<file path="config.mk">
export PLATFORM = sky130hd
export DESIGN_NAME = special_relays
export DESIGN_NICKNAME = d
export VERILOG_FILES = /design/src/inc/relay_pkg.sv /design/src/core/tick_divider.sv /design/src/core/special_relays.sv
export SDC_FILE = /design/constraint.sdc
export NUM_CORES = 1
export LEC_CHECK = 0
export ABC_CLOCK_PERIOD_IN_PS = 3900
export BUFFER_PORTS_ARGS = -buffer_cell sky130_fd_sc_hd__buf_2
export CAP_MARGIN = 25
export CORE_ASPECT_RATIO = 1.1
export CORE_UTILIZATION = 60
export DETAILED_ROUTE_END_ITERATION = 6
export PLACE_DENSITY = 0.9
export SKIP_CTS_REPAIR_TIMING = 1
export SYNTH_ARGS = -nofsm -noshare
export SYNTH_HDL_FRONTEND = slang
export SYNTH_SLANG_ARGS = --single-unit
</file>
<file path="constraint.sdc">
create_clock -name hclk -period 3.9 [get_ports hclk]
set_input_delay 0.585 -clock hclk [delete_from_list [all_inputs] [get_ports hclk]]
set_output_delay 0.585 -clock hclk [all_outputs]
set_load 0.01 [all_outputs]
</file>
<file path="src/inc/relay_pkg.sv">
package relay_pkg;

  // timing base
  localparam int CLK_HZ      = 20_000_000;
  localparam int TICK_MS     = 50;
  localparam int TICK_CYCLES = TICK_MS * (CLK_HZ / 1000);
  localparam int NUM_FIXED   = 5;
  localparam int FIXED_CNT_W = 10;
  // half periods of the fixed clocks in ms: 0.1 s, 0.2 s, 1 s, 2 s, 60 s
  localparam int HALF_MS [NUM_FIXED] = '{50, 100, 500, 1000, 30000};

  // programs and user clocks
  localparam int NUM_PROG  = 3;
  localparam int NUM_UCLK  = 2;
  localparam int UCNT_W    = 16;
  localparam logic [UCNT_W-1:0] UCLK_PRESET_RST = 16'h0001;

  // bus map: area = program (address bits [6:5]), word = address bits [4:2]
  localparam int ADDR_W = 8;
  localparam logic [1:0] AREA_MAX    = 2'h2;
  localparam logic [2:0] WORD_STATUS = 3'h0;
  localparam logic [2:0] WORD_STOP   = 3'h2;
  localparam logic [2:0] WORD_MODE   = 3'h3;
  localparam logic [2:0] WORD_RUN    = 3'h4;
  localparam logic [2:0] WORD_FLAGS  = 3'h5;
  localparam logic [2:0] WORD_CLOCK  = 3'h7;
  localparam logic [7:0] ADDR_UCLK0  = 8'hC0;
  localparam logic [7:0] ADDR_UCLK1  = 8'hC4;

  // bit positions inside the words
  localparam int BIT_MAJOR      = 1;
  localparam int BIT_MINOR      = 2;
  localparam int BIT_ALARM      = 3;
  localparam int BIT_ONE        = 4;
  localparam int BIT_ZERO_CONST = 5;
  localparam int BIT_FIRST      = 6;
  localparam int BIT_DSTOPPED   = 4;
  localparam int BIT_STOPREQ    = 5;
  localparam int BIT_STOPPED    = 6;
  localparam int BIT_RUN        = 7;
  localparam int BIT_DIVIDED    = 8;
  localparam int BIT_AUTOCLR    = 9;
  localparam int BIT_BACKUP     = 10;
  localparam int BIT_ER         = 0;
  localparam int BIT_LT         = 1;
  localparam int BIT_EQ         = 2;
  localparam int BIT_GT         = 3;
  localparam int BIT_ZF         = 4;
  localparam int BIT_BORROW     = 5;
  localparam int BIT_CARRY      = 6;
  localparam int BIT_DECLR      = 14;
  localparam int BIT_BKSTART    = 15;
  localparam int BIT_SCANCLK    = 8;
  localparam int BIT_UCLK       = 9;

endpackage : relay_pkg

</file>
<file path="src/core/tick_divider.sv">
`timescale 1ns/10ps
`default_nettype none

module tick_divider #(
  parameter int CYCLES = 1000
) (
  input  wire logic hclk,
  input  wire logic hresetn,
  output logic      tick
);

  localparam int CW = $clog2(CYCLES + 1);

  logic [CW-1:0] count;

  always_ff @(posedge hclk or negedge hresetn) begin
    if (!hresetn) begin
      count <= '0;
      tick  <= 1'b0;
    end else if (count == CW'(CYCLES - 1)) begin
      count <= '0;
      tick  <= 1'b1;
    end else begin
      count <= count + 1'b1;
      tick  <= 1'b0;
    end
  end

endmodule // tick_divider

`default_nettype wire

</file>
<file path="src/core/special_relays.sv">
`timescale 1ns/10ps
`default_nettype none

module special_relays
  import relay_pkg::*;
#(
  parameter int TICK_CYC = TICK_CYCLES
) (
  input  wire logic                hclk,
  input  wire logic                hresetn,
  // ahb-lite slave
  input  wire logic                hsel,
  input  wire logic [ADDR_W-1:0]   haddr,
  input  wire logic [1:0]          htrans,
  input  wire logic                hwrite,
  input  wire logic [2:0]          hsize,
  input  wire logic [31:0]         hwdata,
  input  wire logic                hready,
  output logic                     hreadyout,
  output logic                     hresp,
  output logic [31:0]              hrdata,
  // cpu executive
  input  wire logic                run_reset,
  input  wire logic                error_reset,
  input  wire logic                major_err,
  input  wire logic                minor_err,
  input  wire logic                alarm_active,
  input  wire logic                end_of_scan,
  input  wire logic                dummy_stop_req,
  input  wire logic                dummy_stop_exec,
  input  wire logic                scan_running,
  input  wire logic                step_mode,
  input  wire logic [NUM_PROG-1:0] prog_exec,
  input  wire logic                mem_divided,
  input  wire logic [NUM_PROG-1:0] arith_flag_autoclear_mode,
  input  wire logic                data_err_detect,
  // applied instruction results
  input  wire logic [1:0]          instr_prog,
  input  wire logic                instr_done,
  input  wire logic                instr_confined,
  input  wire logic                instr_failed,
  input  wire logic                cmp_valid,
  input  wire logic                cmp_lt,
  input  wire logic                cmp_eq,
  input  wire logic                cmp_gt,
  input  wire logic                arith_valid,
  input  wire logic                arith_zero,
  input  wire logic                arith_borrow,
  input  wire logic                arith_carry,
  // backup engine
  input  wire logic                backup_done,
  output logic                     backup_start,
  output logic                     data_err_uncheck
);

  typedef logic [NUM_PROG-1:0] pvec_t;

  typedef struct packed {
    logic                                  major_fault_state;
    logic                                  minor_fault_state;
    logic                                  alarm_output_state;
    logic                                  first_scan;
    logic                                  stop_req;
    logic                                  dummy_stopped;
    logic                                  stopped;
    logic                                  run;
    logic                                  divided;
    pvec_t                                 autoclr;
    pvec_t                                 prog_run;
    pvec_t                                 instr_error_flag;
    pvec_t                                 lt;
    pvec_t                                 eq;
    pvec_t                                 gt;
    pvec_t                                 zero;
    pvec_t                                 borrow_flag;
    pvec_t                                 carry_flag;
    logic                                  err_clear_ctl;
    logic                                  backup_ctl;
    logic                                  backup_busy;
    logic                                  backup_go;
    logic                                  uncheck;
    logic [NUM_FIXED-1:0]                  fixed_clk;
    logic [NUM_FIXED-1:0][FIXED_CNT_W-1:0] fixed_cnt;
    logic                                  scan_clk;
    logic [NUM_UCLK-1:0]                   uclk;
    logic [NUM_UCLK-1:0][UCNT_W-1:0]       ucnt;
    logic [NUM_UCLK-1:0][UCNT_W-1:0]       uhigh;
    logic [NUM_UCLK-1:0][UCNT_W-1:0]       ulow;
    logic                                  wr_pend;
    logic [ADDR_W-1:0]                     wr_addr;
    logic [31:0]                           rdata;
  } state_t;

  state_t st;
  state_t next_st;
  logic   tick;

  // single time base for every fixed clock keeps them phase-locked
  tick_divider #(
    .CYCLES (TICK_CYC)
  ) u_tick (
    .hclk    (hclk),
    .hresetn (hresetn),
    .tick    (tick)
  );

  function automatic logic [31:0] read_word(input state_t s, input logic [ADDR_W-1:0] a);
    logic [31:0] w;
    logic [1:0]  area;
    logic [2:0]  word;
    w    = 32'h0000_0000;
    area = a[6:5];
    word = a[4:2];
    if (a == ADDR_UCLK0) begin
      w = {s.ulow[0], s.uhigh[0]};
    end else if (a == ADDR_UCLK1) begin
      w = {s.ulow[1], s.uhigh[1]};
    end else if (a[7] == 1'b0 && area <= AREA_MAX) begin
      if (word == WORD_FLAGS) begin
        // arithmetic flags exist in every program area
        w[BIT_ER]     = s.instr_error_flag[area];
        w[BIT_LT]     = s.lt[area];
        w[BIT_EQ]     = s.eq[area];
        w[BIT_GT]     = s.gt[area];
        w[BIT_ZF]     = s.zero[area];
        w[BIT_BORROW] = s.borrow_flag[area];
        w[BIT_CARRY]  = s.carry_flag[area];
        if (area == 2'h0) begin
          w[BIT_DECLR]   = s.err_clear_ctl;
          w[BIT_BKSTART] = s.backup_ctl;
        end
      end else if (word == WORD_MODE && area != 2'h0) begin
        w[BIT_AUTOCLR] = s.autoclr[area];
      end else if (area == 2'h0) begin
        // everything else only in program one; the autoclear bit also sits in the other areas' mode words
        unique case (word)
          WORD_STATUS: begin
            w[BIT_MAJOR]      = s.major_fault_state;
            w[BIT_MINOR]      = s.minor_fault_state;
            w[BIT_ALARM]      = s.alarm_output_state;
            w[BIT_ONE]        = 1'b1;
            w[BIT_ZERO_CONST] = 1'b0;
            w[BIT_FIRST]      = s.first_scan;
          end
          WORD_STOP: begin
            w[BIT_DSTOPPED] = s.dummy_stopped;
            w[BIT_STOPREQ]  = s.stop_req;
            w[BIT_STOPPED]  = s.stopped;
            w[BIT_RUN]      = s.run;
          end
          WORD_MODE: begin
            w[BIT_DIVIDED] = s.divided;
            w[BIT_AUTOCLR] = s.autoclr[0];
            w[BIT_BACKUP]  = s.backup_busy;
          end
          WORD_RUN: begin
            w[NUM_PROG-1:0] = s.prog_run;
          end
          WORD_CLOCK: begin
            w[NUM_FIXED-1:0]                  = s.fixed_clk;
            w[BIT_SCANCLK]                    = s.scan_clk;
            w[BIT_UCLK+NUM_UCLK-1:BIT_UCLK]   = s.uclk;
          end
          default: w = 32'h0000_0000;
        endcase
      end
    end
    return w;
  endfunction

  always_comb begin
    logic [1:0]        p;
    logic              take;
    logic [UCNT_W-1:0] lim;
    p                 = 2'h0;
    take              = 1'b0;
    lim               = '0;
    next_st           = st;
    next_st.backup_go = 1'b0;

    // fault and alarm bits, a new event wins over a reset in the same cycle
    next_st.major_fault_state  = major_err | (st.major_fault_state & ~error_reset);
    next_st.minor_fault_state  = minor_err | (st.minor_fault_state & ~error_reset);
    next_st.alarm_output_state = alarm_active | (st.alarm_output_state & ~error_reset);

    // run-state bits
    if (run_reset) begin
      next_st.first_scan    = 1'b1;
      next_st.stop_req      = 1'b0;
      next_st.dummy_stopped = 1'b0;
    end else if (end_of_scan) begin
      next_st.first_scan = 1'b0;
    end
    // set wins: a stop event in the reset cycle still lands
    if (dummy_stop_req) begin
      next_st.stop_req = 1'b1;
    end
    if (dummy_stop_exec) begin
      next_st.dummy_stopped = 1'b1;
    end
    next_st.stopped  = ~scan_running | step_mode;
    next_st.run      = |prog_exec;
    next_st.prog_run = prog_exec;
    next_st.divided  = mem_divided;
    next_st.autoclr  = arith_flag_autoclear_mode;

    // single mode folds every program onto the first area
    p = mem_divided ? instr_prog : 2'h0;
    if (p > AREA_MAX) begin
      p = 2'h0;
    end
    if (instr_done && instr_confined) begin
      next_st.instr_error_flag[p] = instr_failed;
    end
    if (cmp_valid) begin
      next_st.lt[p] = cmp_lt;
      next_st.eq[p] = cmp_eq;
      next_st.gt[p] = cmp_gt;
    end
    if (arith_valid) begin
      next_st.zero[p]        = arith_zero;
      next_st.borrow_flag[p] = arith_borrow;
      next_st.carry_flag[p]  = arith_carry;
    end

    // fixed clocks count shared ticks
    // the 60 s count is the longest and sets the counter width
    for (int i = 0; i < NUM_FIXED; i++) begin
      if (tick) begin
        if (st.fixed_cnt[i] == FIXED_CNT_W'(HALF_MS[i] / TICK_MS - 1)) begin
          next_st.fixed_cnt[i] = '0;
          next_st.fixed_clk[i] = ~st.fixed_clk[i];
        end else begin
          next_st.fixed_cnt[i] = st.fixed_cnt[i] + 1'b1;
        end
      end
    end

    // scan clock and user clocks advance on end of scan
    if (end_of_scan) begin
      next_st.scan_clk = ~st.scan_clk;
      for (int u = 0; u < NUM_UCLK; u++) begin
        lim = st.uclk[u] ? st.uhigh[u] : st.ulow[u];
        // a preset of zero behaves as one scan, so the clock never sticks
        if (st.ucnt[u] + 1'b1 >= lim) begin
          next_st.ucnt[u] = '0;
          next_st.uclk[u] = ~st.uclk[u];
        end else begin
          next_st.ucnt[u] = st.ucnt[u] + 1'b1;
        end
      end
    end

    // bus data phase: a write lands one cycle after its address phase
    next_st.wr_pend = 1'b0;
    if (st.wr_pend) begin
      if (st.wr_addr == ADDR_UCLK0 || st.wr_addr == ADDR_UCLK1) begin
        next_st.uhigh[st.wr_addr[2]] = hwdata[UCNT_W-1:0];
        next_st.ulow[st.wr_addr[2]]  = hwdata[31:UCNT_W];
        next_st.ucnt[st.wr_addr[2]]  = '0;
      end else if (st.wr_addr[7:2] == {3'h0, WORD_FLAGS}) begin
        next_st.err_clear_ctl = hwdata[BIT_DECLR];
        next_st.backup_ctl    = hwdata[BIT_BKSTART];
        if (st.backup_ctl && !hwdata[BIT_BKSTART]) begin
          next_st.backup_go = 1'b1;
        end
      end
      // other addresses are reserved and writes there are dropped
    end

    // backup runs from launch until the engine reports done
    if (next_st.backup_go) begin
      next_st.backup_busy = 1'b1;
    end else if (backup_done) begin
      next_st.backup_busy = 1'b0;
    end

    // clear bit held on keeps clearing; a fresh detection still wins
    if (data_err_detect) begin
      next_st.uncheck = 1'b1;
    end else if (st.err_clear_ctl) begin
      next_st.uncheck = 1'b0;
    end

    // address phase
    // hready low means another slave's data phase is still running
    take = hsel & htrans[1] & hready;
    if (take && hwrite) begin
      next_st.wr_pend = 1'b1;
      next_st.wr_addr = haddr;
    end
    if (take && !hwrite) begin
      next_st.rdata = read_word(st, haddr);
    end
  end

  always_ff @(posedge hclk or negedge hresetn) begin
    if (!hresetn) begin
      st            <= '0;
      st.first_scan <= 1'b1;
      st.stopped    <= 1'b1;
      // presets of one make both user clocks plain scan toggles after reset
      st.uhigh      <= {NUM_UCLK{UCLK_PRESET_RST}};
      st.ulow       <= {NUM_UCLK{UCLK_PRESET_RST}};
    end else begin
      st <= next_st;
    end
  end

  // zero-wait slave, always okay
  assign hreadyout        = 1'b1;
  assign hresp            = 1'b0;
  assign hrdata           = st.rdata;
  assign backup_start     = st.backup_go;
  assign data_err_uncheck = st.uncheck;

endmodule // special_relays

`default_nettype wire

</file>
# == Word level (Yosys, flattened, before mapping) ==
# Index checks and enable logic that the tools add are counted.
# word_totals
reg_bits,257
latch_bits,0
ram_bits,0
rom_bits,0
inputBits,82
n_memories,0
# classes
n_addsub,8
multipliers,0
n_div,0
order_cmp,9
n_eq_ne,15
shift,0
n_mux,78
n_bitwise,23
n_reduce_logical,30
# op_table
operator,n
96-bit two-way mux,2
32-bit two-way mux,4
16-bit two-way mux,6
32-bit bitwise mux,2
10-bit by 1-bit adder with 10-bit output (second input constant),5
10-bit two-way mux,5
16-bit by 1-bit adder with 16-bit output (second input constant),2
32-bit AND,1
8-bit equality test (second input constant),4
16-bit >= comparator,2
32-bit inverter,1
1-bit two-way mux,25
3-bit bitwise mux,7
20-bit by 1-bit adder with 20-bit output (second input constant),1
20-bit equality test (second input constant),1
20-bit two-way mux,1
9-bit two-way mux,2
1-bit binary-select mux with 2-bit select,8
16-bit demux with 1-bit select,1
2-bit AND reduction,8
7-bit two-way mux,2
1-bit inverter,12
2-bit nonzero test,6
11-bit two-way mux,1
other kinds (30),54

# == Logic depth before layout (Yosys ltp) ==
# Gate-level depths: netlist (run 1).
# depth
depth_word,8
mapped_depth,15

# == Cells and area by module ==
# Synthesis (run 1) repeated with hierarchy kept, for this count alone.
# hier_totals
hier_cells,1371
area_unflattened_um2,13246.5
# by_module_without_submodules
module,n_inst,cells_each,area_each_um2
special_relays,1,1271,12165.4
tick_divider,1,100,1081.0

# == Least setup slack after synthesis (run 1) ==
# OpenSTA, ideal clock, no wires.
# synth_path
kind,register -> register
start,reg st[121] in the netlist's numbering
end,reg st[123] in the netlist's numbering
setup_ns,0.082
t_arrival_ns,2.999
t_required_ns,3.818
path_slack_ns,0.818
path_stages_with_launch,16
synth_period_minus_slack_ns,3.082
path_cell_list,dfrtp_1 -> ha_1 -> nand3_1 -> nor2_1 -> nand3_1 -> or2_2 -> nand2_1 -> nand2_1 -> ha_1 -> o211ai_1 -> nor2_1 -> a221o_1 -> a31oi_2 -> buf_4 -> nand3_4 -> o22ai_1
# synth_lines
element,line_no,text
from (decl),special_relays.sv:94,state_t st;
from (signal assigned),special_relays.sv:306,st <= next_st;

==> results.toml, run 1 <==
[worst_setup_path]
worstSetupEndpointType = "flip-flop"
path_class = "flip-flop to flip-flop"
path_cells = "nand4_1 > nor4_4 > nand3_2 > or2_2 > nand2_1 > nand2_1 > ha_1 > o211ai_1 > nor2_1 > a221o_1 > a31oi_2 > buf_4 > nand3_4 > o22ai_1"
worstPathMaxFanout = 22
max_stage_delay_ns = 0.47
crit_family = "simple AND/OR/NAND/NOR gates"
required_ns = 4.34
arrival_ns = 4.03
cp-start-kind = "flip-flop"
path_buf_inv = 1
cp_common_cell = "nand2_1"
cp_slowest_cell = "dfrtp_1"

[timing]
setup_viol = 0
final_max_slew_viol_count = 0
fin_crit_ns = 3.60
min_period_over_period_pct = 92.2
tightest_slew_ns = 0.887
rsz0062_at_grt = "false"
max_freq_mhz = 278
finalSetupTns_ns = 0
hold_viol_final = 0
slew_headroom_pct = 40.6
clock_skew_ns = 0.0177

[drt]
viasPerCell = 6.11
ant_nets = 0
drt-initial-drc-count = 814
wire_per_inst_um = 19.0
dr.pass1.iters = 5
vias = 10300
drc = 0
drt_wl_total_um = 32100

[global_route]
gr-usage-met3_pct = 5.81
grt-ovfl-total = 0
gr-usage-all-layers_pct = 29.3
grt_pass1_vias = 10200
grt_max_degree = 101
met1_usage_pct = 36.9
top_usage_layer = "met2"
grt_use_met2_pct = 48.3
antenna_found_initial = 2
grt_pass1_wl_um = 52100

[floorplan]
boundaryPins = 118
die_y_um = 158
num_rows = 56
die_area_sq_um = 22600
initial_core_util_pct = 61.6
die_x_um = 143
coreArea_sq_um = 21400

[logic_synthesis]
synth.distinct_cells = 67
synth_top_area_share_pct = 47.6
syn_area_per_cell_sq_um = 10.1
synth_top_area_cell = "dfrtp_1"
synthAdderAreaFrac_pct = 4.26
synth_edf_count = 0
synthesis.area_sq_um = 13200
ys.flop_type = "dfrtp_1"
synth_top_family_by_area = "simple AND/OR/NAND/NOR gates"
synth_cells = 1310
async_reset_ff_share_pct = 100
synth_mux_area_share_pct = 8.85
syn_nets = 1437
synth_compound_area_share_pct = 8.75
ys_ff_latch = 257
synth-simple-area-share_pct = 18.5
yosys-top-cells-area = "dfrtp_1, nand2_1, mux2_2"
synth-xor-area-share_pct = 5.97
yosys_warnings = 0
ys_seq_area_share_pct = 48.8

[cts]
numCtsBuffers = 27
cts_tree = "done"
clkSlewWorstSetupHoldPaths_ns = 0.06
h-tree-depth = 1
insertion_delay_ns = 0.54
cts_sinks = 257
cts-root-buf = "clkbuf_16"
cts_buffer_depth = 3

[worst_hold_path]
hold_class = "input port to async pin"

[power_and_ir_drop]
power_density_nw_per_um2 = 471
p_leak_nw = 6.92
vdd_drop_max_mv = 0.353

[placement]
place_hpwl_um = 21500
globalplace.congestion = 0.878
dp_cells = 1640
port_buffers = 111

[final_layout]
area_growth_pct = 12.1
fin_cells = 1691
drive_above_1_share_pct = 19.6
nets = 1506
fillers = 1449

[run_status]
outcome = "completed"

[flow_run]
max_cap_viol_count = 0
-- cell usage in the layout, fill, tap and decap left out, types with 5 or more instances in the layout --
master | netlist | layout
clkinv_2 | 0 | 5
bufinv_16 | 0 | 7
clkbuf_8 | 0 | 5
clkbuf_16 | 0 | 27
and3_1 | 17 | 17
nand3_1 | 36 | 35
dfrtp_1 | 251 | 251
nand3b_1 | 5 | 5
or3_1 | 5 | 5
a21o_1 | 8 | 8
mux2i_1 | 47 | 47
xor2_1 | 40 | 40
o211ai_1 | 6 | 6
ha_1 | 45 | 45
xnor2_1 | 50 | 50
o21ai_0 | 34 | 34
mux2_2 | 62 | 62
o22ai_1 | 16 | 16
dfstp_2 | 6 | 6
a21oi_1 | 28 | 28
nor4_1 | 9 | 9
nand4_1 | 34 | 34
a221oi_1 | 26 | 26
nor2_4 | 9 | 10
nand2_1 | 224 | 224
buf_4 | 36 | 16
inv_1 | 33 | 33
nand2b_1 | 18 | 18
nor3_1 | 14 | 14
nor2_1 | 114 | 112
a211oi_1 | 5 | 5
a31oi_1 | 15 | 15
or2_2 | 5 | 5
buf_2 | 14 | 110
-- final cells by class --
| cell class | instances | area, sq um | share of cell area (%) |
|---|---|---|---|
| Multi-Input combinational cell | 930 | 6140 | 41.5 |
| Clock inverter | 17 | 274 | 1.85 |
| Tap cell | 290 | 363 | 2.45 |
| Sequential cell | 257 | 6440 | 43.5 |
| Inverter | 35 | 131 | 0.887 |
| Timing Repair Buffer | 128 | 706 | 4.77 |
| Clock buffer | 32 | 744 | 5.03 |
| Antenna cell | 2 | 5.00 | 0.0338 |
-- worst reg2reg max path, delay by kind of cell, from the launching register on --
kind	cells	cell delay, ns
AND/OR/NAND/NOR	8	1.60
AO/OA/AOI/OAI	4	0.81
flip-flops	1	0.47
buffers and inverters	1	0.29
adder cells (fa/ha/maj)	1	0.34
-- synth_stat cells (5+ instances only) --
| cell type | n |
|---|---|
| or2_2 | 5 |
| a221oi_1 | 26 |
| nor3_1 | 14 |
| nor4_1 | 9 |
| o22ai_1 | 16 |
| nand4_1 | 34 |
| a211oi_1 | 5 |
| buf_1 | 6 |
| nor2_4 | 9 |
| nand2b_1 | 18 |
| a31oi_1 | 15 |
| o21ai_0 | 34 |
| buf_2 | 14 |
| nand2_1 | 224 |
| xnor2_1 | 50 |
| nor2_1 | 114 |
| a21oi_1 | 28 |
| ha_1 | 45 |
| xor2_1 | 40 |
| mux2i_1 | 47 |
| dfstp_2 | 6 |
| clkbuf_1 | 30 |
| o211ai_1 | 6 |
| and3_1 | 17 |
| mux2_2 | 62 |
| a21o_1 | 8 |
| dfrtp_1 | 251 |
| nand3b_1 | 5 |
| inv_1 | 33 |
| buf_4 | 36 |
| nand3_1 | 36 |
| or3_1 | 5 |
-- flip-flops by register name, summed over array words and instances, names as in the netlist --
name and flops:
backup_start 1, st 202, u_tick.tick 1, data_err_uncheck 1, u_tick.count 20, hrdata 32
-- layer usage --
| metal | part of all wire [%] | routed length, um |
|---|---|---|
| met1 | 39 | 12700 |
| met2 | 48 | 15300 |
| met3 | 7.8 | 2490 |
| met4 | 5.0 | 1600 |
| met5 | 0.040 | 13 |
-- kinds of logic (layout without fill, tap and decap cells) --
| kind of cell | count (synthesis) | count (layout) |
|---|---|---|
| DFF | 257 | 257 |
| and+or+nand+nor | 516 | 516 |
| muxes | 109 | 109 |
| buffers and inverters | 123 | 212 |
| AOI/OAI and AO/OA | 168 | 168 |
| other | 2 | 4 |
| xor gates and xnor gates | 90 | 90 |
| adders and majority gates | 45 | 45 |
-- power breakdown --
group | switching [mW] | leakage, nW | internal (mW)
Sequential | 0.199 | 3.20 | 2.88
Clock | 1.09 | 0.492 | 1.82
Combinational | 0.581 | 3.23 | 0.408
-- worst paths after layout --
kind | startpoint | to | slack, ns | cells after the start
worst min register to register | u_tick.count[0]$_DFF_PN0_ | u_tick.count[0]$_DFF_PN0_ | 0.46 | 1
max in group asynchronous | hresetn | st[229]$_DFF_PN1_ | 2.75 | 2
worst min-delay path | hresetn | st[115]$_DFF_PN0_ | 0.06 | 1
worst max-delay path | st[121]$_DFF_PN0_ | st[124]$_DFF_PN0_ | 0.30 | 14
worst max register to register | st[121]$_DFF_PN0_ | st[124]$_DFF_PN0_ | 0.30 | 14
min in group hclk | arith_flag_autoclear_mode[1] | st[225]$_DFF_PN0_ | 0.18 | 1
-- metrics by stage --
step | power [mW] | worst slack [ns] | hold slack [ns] | util, % | area (sq um)
floorplan | 3.82 | 0.818 | 0.289 | - | 13200
global placement | 4.02 | 0.454 | 0.445 | 64.2 | 13800
detailed placement | 4.07 | 0.304 | 0.458 | 64.2 | 13800
CTS | 6.99 | 0.185 | 0.113 | 69.0 | 14800
global route | 7.25 | 0.0593 | 0.128 | 69.0 | 14800
finish | 6.98 | 0.305 | 0.0643 | 69.0 | 14800
No activity file was read; power rests on OpenSTA's default activity.
==> inputs of run 2 (changes only) <==
--- a/config.mk
+++ b/config.mk
@@ -6,5 +6,5 @@
 export NUM_CORES = 1
 export LEC_CHECK = 0
-export ABC_CLOCK_PERIOD_IN_PS = 3900
+export ABC_CLOCK_PERIOD_IN_PS = 4400
 export BUFFER_PORTS_ARGS = -buffer_cell sky130_fd_sc_hd__buf_2
 export CAP_MARGIN = 25
@@ -14,4 +14,5 @@
 export PLACE_DENSITY = 0.9
 export SKIP_CTS_REPAIR_TIMING = 1
+export SLEW_MARGIN = 15
 export SYNTH_ARGS = -nofsm -noshare
 export SYNTH_HDL_FRONTEND = slang
==> constraint.sdc (replaced) <==
create_clock -name hclk -period 4.4 [get_ports hclk]
set_input_delay 0.44 -clock hclk [delete_from_list [all_inputs] [get_ports hclk]]
set_output_delay 0.44 -clock hclk [all_outputs]
set_load 0.01 [all_outputs]
==> run 2 against run 1 <==
Critical path depth rose by 1. Combinational power decreased by 6.5%. Cell count increased by 0.12%. Sequential power down 12%. Total power down 12%. Largest power group unchanged. Clock power is 13% lower. Sequential share of layout area about the same. Largest cell class unchanged. Utilization hardly changed. Via count decreased by 0.17%. The flow now finishes with violations (hold timing). Register-to-register slack better by 0.40 ns.
==> results.toml, run 2 (synthesis gave the netlist of run 1 again) <==
[timing]
hold_viol_final = 96
clock_skew_ns = 0.00893
max_freq_mhz = 271
min_period_over_period_pct = 83.9
final_max_slew_viol_count = 0
setup_viol = 0
slew_headroom_pct = 36.2
fin_crit_ns = 3.69
tightest_slew_ns = 0.953
rsz0062_at_grt = "false"
setup_ws_ns = 0.707
finalSetupTns_ns = 0
fin_hold_ws_ns = -0.0755

[placement]
port_buffers = 111
place_area_sq_um = 13800
dp_cells = 1639
globalplace.congestion = 0.896
place_hpwl_um = 21500
dp_slack_ns = 0.749

[cts]
clkSlewWorstSetupHoldPaths_ns = 0.06
insertion_delay_ns = 0.53
h-tree-depth = 1
cts_sinks = 257
cts_tree = "done"
cts-root-buf = "clkbuf_16"
numCtsBuffers = 27
cts_buffer_depth = 3

[worst_setup_path]
cp-start-kind = "flip-flop"
ff2ff_setup_slack_ns = 0.71
arrival_ns = 4.13
worstPathMaxFanout = 22
required_ns = 4.83
path_class = "flip-flop to flip-flop"
worstSetupEndpointType = "flip-flop"

[drt]
drt-initial-drc-count = 888
vias = 10300
ant_nets = 0
drc = 0
routed.top_layer = "met5"
dr.pass1.iters = 6
wl_met2_um = 15600
wire_per_inst_um = 18.9
drt_wl_total_um = 32000
viasPerCell = 6.09
wl_met3_um = 2510
wl_met1_um = 12400

[final_layout]
ff_latch_area_sq_um = 6440
drive_above_1_share_pct = 19.3
final_cell_mix = "dfrtp_1, nand2_1, nor2_1"
fin_area_sq_um = 14800
fin_util_pct = 69.0
largest_reg_flops = 202
final_common_cell = "dfrtp_1"
fin_cells = 1693
fillers = 1437
regMostFlops = "st"
area_growth_pct = 12.1
nets = 1509
multi_input_area_sq_um = 6130

[run_status]
violations = "hold timing"
outcome = "finished, violations left"

[floorplan]
die_y_um = 158
die_x_um = 143
die_area_sq_um = 22600
coreArea_sq_um = 21400
initial_core_util_pct = 61.6
boundaryPins = 118
num_rows = 56

[global_route]
grt-ovfl-total = 0
grt_pass1_vias = 9968
grt_max_degree = 111
gr-usage-all-layers_pct = 28.6
grt_pass1_wl_um = 50600
antenna_found_initial = 2

[flow_run]
max_cap_viol_count = 0

[worst_hold_path]
hold_class = "input port to async pin"

[power_and_ir_drop]
p_leak_nw = 6.92
power.total_mw = 6.14
power_density_nw_per_um2 = 415
vdd_drop_max_mv = 0.327
## run 2: final timing paths
kind / start / end / cells after the start
worst max-delay path: st[121]$_DFF_PN0_ / st[127]$_DFF_PN0_ / 15
worst min-delay path: hresetn / st[118]$_DFF_PN0_ / 1
worst max register to register: st[121]$_DFF_PN0_ / st[127]$_DFF_PN0_ / 15
worst min register to register: st[139]$_DFFE_PN0P_ / st[139]$_DFFE_PN0P_ / 1
max in group asynchronous: hresetn / st[203]$_DFFE_PN0P_ / 2
min in group hclk: prog_exec[2] / st[223]$_DFF_PN0_ / 1
## run 2: worst max-delay path, cell delays in order, from the launching register on
cell      delay [ns]
dfrtp_1         0.43
ha_1            0.27
nand3_1         0.16
nor2_1          0.37
nand3_1         0.22
or2_2           0.36
nand2_1         0.07
nand2_1         0.06
ha_1            0.31
o211ai_1        0.09
nor2_1          0.07
a221o_1         0.33
a31oi_2         0.14
buf_4           0.29
nand3_4         0.17
o22ai_1         0.24
## run 2: layout make-up
class / instances / area share [%]
multi-input cells: 930 / 41.4
diodes: 2 / 0.0338
repair buffers: 131 / 5.02
inverters: 35 / 0.888
flip-flops and latches: 257 / 43.5
well taps: 290 / 2.45
clock buffers: 32 / 4.89
clock inverters: 16 / 1.76
## run 2: report_power, final
part,total [mW],switching (mW),internal [mW]
Clock,2.52,0.939,1.58
Combinational,0.925,0.552,0.373
Sequential,2.70,0.147,2.55
## run 2: layer usage
| layer | up-vias | track usage (%) |
|---|---|---|
| li1 | 4672 | - |
| met1 | 5032 | 35.7 |
| met2 | 500 | 48.7 |
| met3 | 105 | 5.29 |
| met4 | 2 | 12.3 |
| met5 | - | 0 |
==> inputs of run 3 (changes only) <==
Settings changed: ABC_AREA set to 1, ABC_CLOCK_PERIOD_IN_PS 4400 to 3750.
Clock period 4.4 ns to 3.75 ns, I/O delays scaled along.
==> run 3 against run 2 <==
The flow finishes with violations (DRC, hold timing). Cell area rose by 3.4%. Via count rose by 18%. Die area rose by 4.7%. Combinational power rose by 61%. Synthesized cell count rose by 34%.
==> results.toml, run 3 <==
[run_status]
outcome = "finished, violations left"
violations = "DRC, hold timing"

[floorplan]
die_x_um = 147
coreArea_sq_um = 22300
die_y_um = 161
num_rows = 57
boundaryPins = 118
die_area_sq_um = 23700
initial_core_util_pct = 62.0

[placement]
port_buffers = 111
place_area_sq_um = 14400
place_hpwl_um = 24100
globalplace.congestion = 0.949

[drt]
drc = 11
drt-initial-drc-count = 1088
dr.pass1.iters = 7
vias = 12200
ant_nets = 0
viasPerCell = 5.70
drt_wl_total_um = 34600
wire_per_inst_um = 16.2

[timing]
slew_headroom_pct = 32.9
setup_viol = 0
final_max_slew_viol_count = 0
clock_skew_ns = 0.0120
min_period_over_period_pct = 76.7
hold_viol_final = 27
max_freq_mhz = 348
fin_hold_ws_ns = -0.0677
tightest_slew_ns = 1.01
fin_crit_ns = 2.88
finalSetupTns_ns = 0
rsz0062_at_grt = "false"

[logic_synthesis]
syn_area_per_cell_sq_um = 7.88
synth.distinct_cells = 45
async_reset_ff_share_pct = 100
synth.most_common_cell = "nand2_1"
ys_seq_area_share_pct = 46.5
syn_nets = 1882
yosys_warnings = 0
ys.flop_type = "dfrtp_1"
synth_commonest_cells = "nand2_1, dfrtp_1, inv_1, nor2_1, o21ai_0"
ys_ff_latch = 257
synth_edf_count = 0
synth_top_area_cell = "dfrtp_1"
yosys-top-cells-area = "dfrtp_1, nand2_1, inv_1"
synth_top_area_share_pct = 45.4
synth_cells = 1755
synthesis.area_sq_um = 13800

[cts]
cts_tree = "done"
insertion_delay_ns = 0.54
cts_sinks = 257
h-tree-depth = 1
cts_buffer_depth = 3
numCtsBuffers = 27
clkSlewWorstSetupHoldPaths_ns = 0.06
cts-root-buf = "clkbuf_16"

[worst_setup_path]
required_ns = 4.16
worstPathMaxFanout = 11
cp-start-kind = "flip-flop"
worstSetupEndpointType = "flip-flop"
path_class = "flip-flop to flip-flop"
arrival_ns = 3.28

[flow_run]
max_cap_viol_count = 0

[final_layout]
final_common_cell = "nand2_1"
fin_area_sq_um = 15300
area_growth_pct = 10.6
drive_above_1_share_pct = 11.1
regMostFlops = "st"
fin_util_pct = 68.6
final_cell_mix = "nand2_1, dfrtp_1, inv_1"
nets = 1955
largest_reg_flops = 202

[global_route]
grt-ovfl-total = 0
grt_max_degree = 130
gr-usage-all-layers_pct = 29.3
grt_pass1_wl_um = 56100
antenna_found_initial = 2
grt_pass1_vias = 11700

[power_and_ir_drop]
vdd_drop_max_mv = 0.384
p_leak_nw = 8.09
power_density_nw_per_um2 = 483
power.total_mw = 7.39

[worst_hold_path]
hold_class = "input port to async pin"
run 3: kinds of logic (layout without fill, tap and decap cells):
kind of cell | Yosys count | after routing | share of synthesized area [%]
buf+inv | 332 | 425 | 10.4
compound gates | 262 | 262 | 10.3
mux | 7 | 7 | 0.506
other cells | 2 | 3 | 0.0543
fa+ha+maj | 45 | 45 | 4.07
xor+xnor | 59 | 59 | 3.73
flops | 257 | 257 | 46.5
simple gates | 791 | 791 | 24.4
run 3: report_power, final:
| group | leakage, nW | switching, mW | internal, mW |
|---|---|---|---|
| logic | 4.61 | 0.959 | 0.534 |
| clock network | 0.421 | 1.10 | 1.46 |
| registers | 3.05 | 0.257 | 3.08 |
run 3: metrics by stage:
step,hold WS (ns),std cells,setup slack (ns)
2_1_floorplan,0.0794,1755,1.31
3_3_place_gp,0.453,2085,1.02
3_5_place_dp,0.456,2086,0.898
4_1_cts,-0.0674,2135,0.872
5_1_grt,0.0137,2143,0.460
6_report,-0.0677,2144,0.874
run 3: final timing paths:
kind                                      from                           end  slack, ns  cells after the start
max                          st[111]$_DFF_PN0_             st[111]$_DFF_PN0_       0.87                     15
min                                    hresetn             st[131]$_DFF_PN0_      -0.07                      1
max reg2reg                  st[111]$_DFF_PN0_             st[111]$_DFF_PN0_       0.87                     15
min reg2reg                st[139]$_DFFE_PN0P_           st[139]$_DFFE_PN0P_       0.47                      1
max in group asynchronous              hresetn           st[161]$_DFFE_PN0P_       2.79                      2
min in group hclk              data_err_detect  data_err_uncheck$_DFFE_PN0P_       0.03                      2
run 3: final cells by class:
| type | count | area (sq um) |
|---|---|---|
| multi-input cells | 1166 | 5960 |
| repair buffers | 132 | 788 |
| fillers | 1625 | 7010 |
| well taps | 295 | 369 |
| inverters | 244 | 916 |
| diodes | 1 | 2.50 |
| flip-flops and latches | 257 | 6440 |
| clock buffers | 37 | 743 |
| clock inverters | 12 | 96.3 |
run 3: critical path, stage by stage, from the launching register on:
cell	delay [ns]
dfrtp_1	0.43
nand2_1	0.09
nor3_1	0.27
nand2_1	0.18
inv_1	0.13
nand2_1	0.06
nand2_1	0.05
nand2_1	0.10
ha_1	0.35
nand4_1	0.13
nor2_1	0.16
nand3_1	0.11
nand3_1	0.14
nand2_1	0.11
nand2_1	0.33
nor2_1	0.09
run 3: per-layer routing:
metal  wire length [um]  vias to the layer above  track usage (%)
met3               3130                      132             5.54
met5                 12                        -                0
met2              16600                      612             49.5
li1                   -                     5739                -
met1              13100                     5733             36.3
met4               1870                        2             14.3
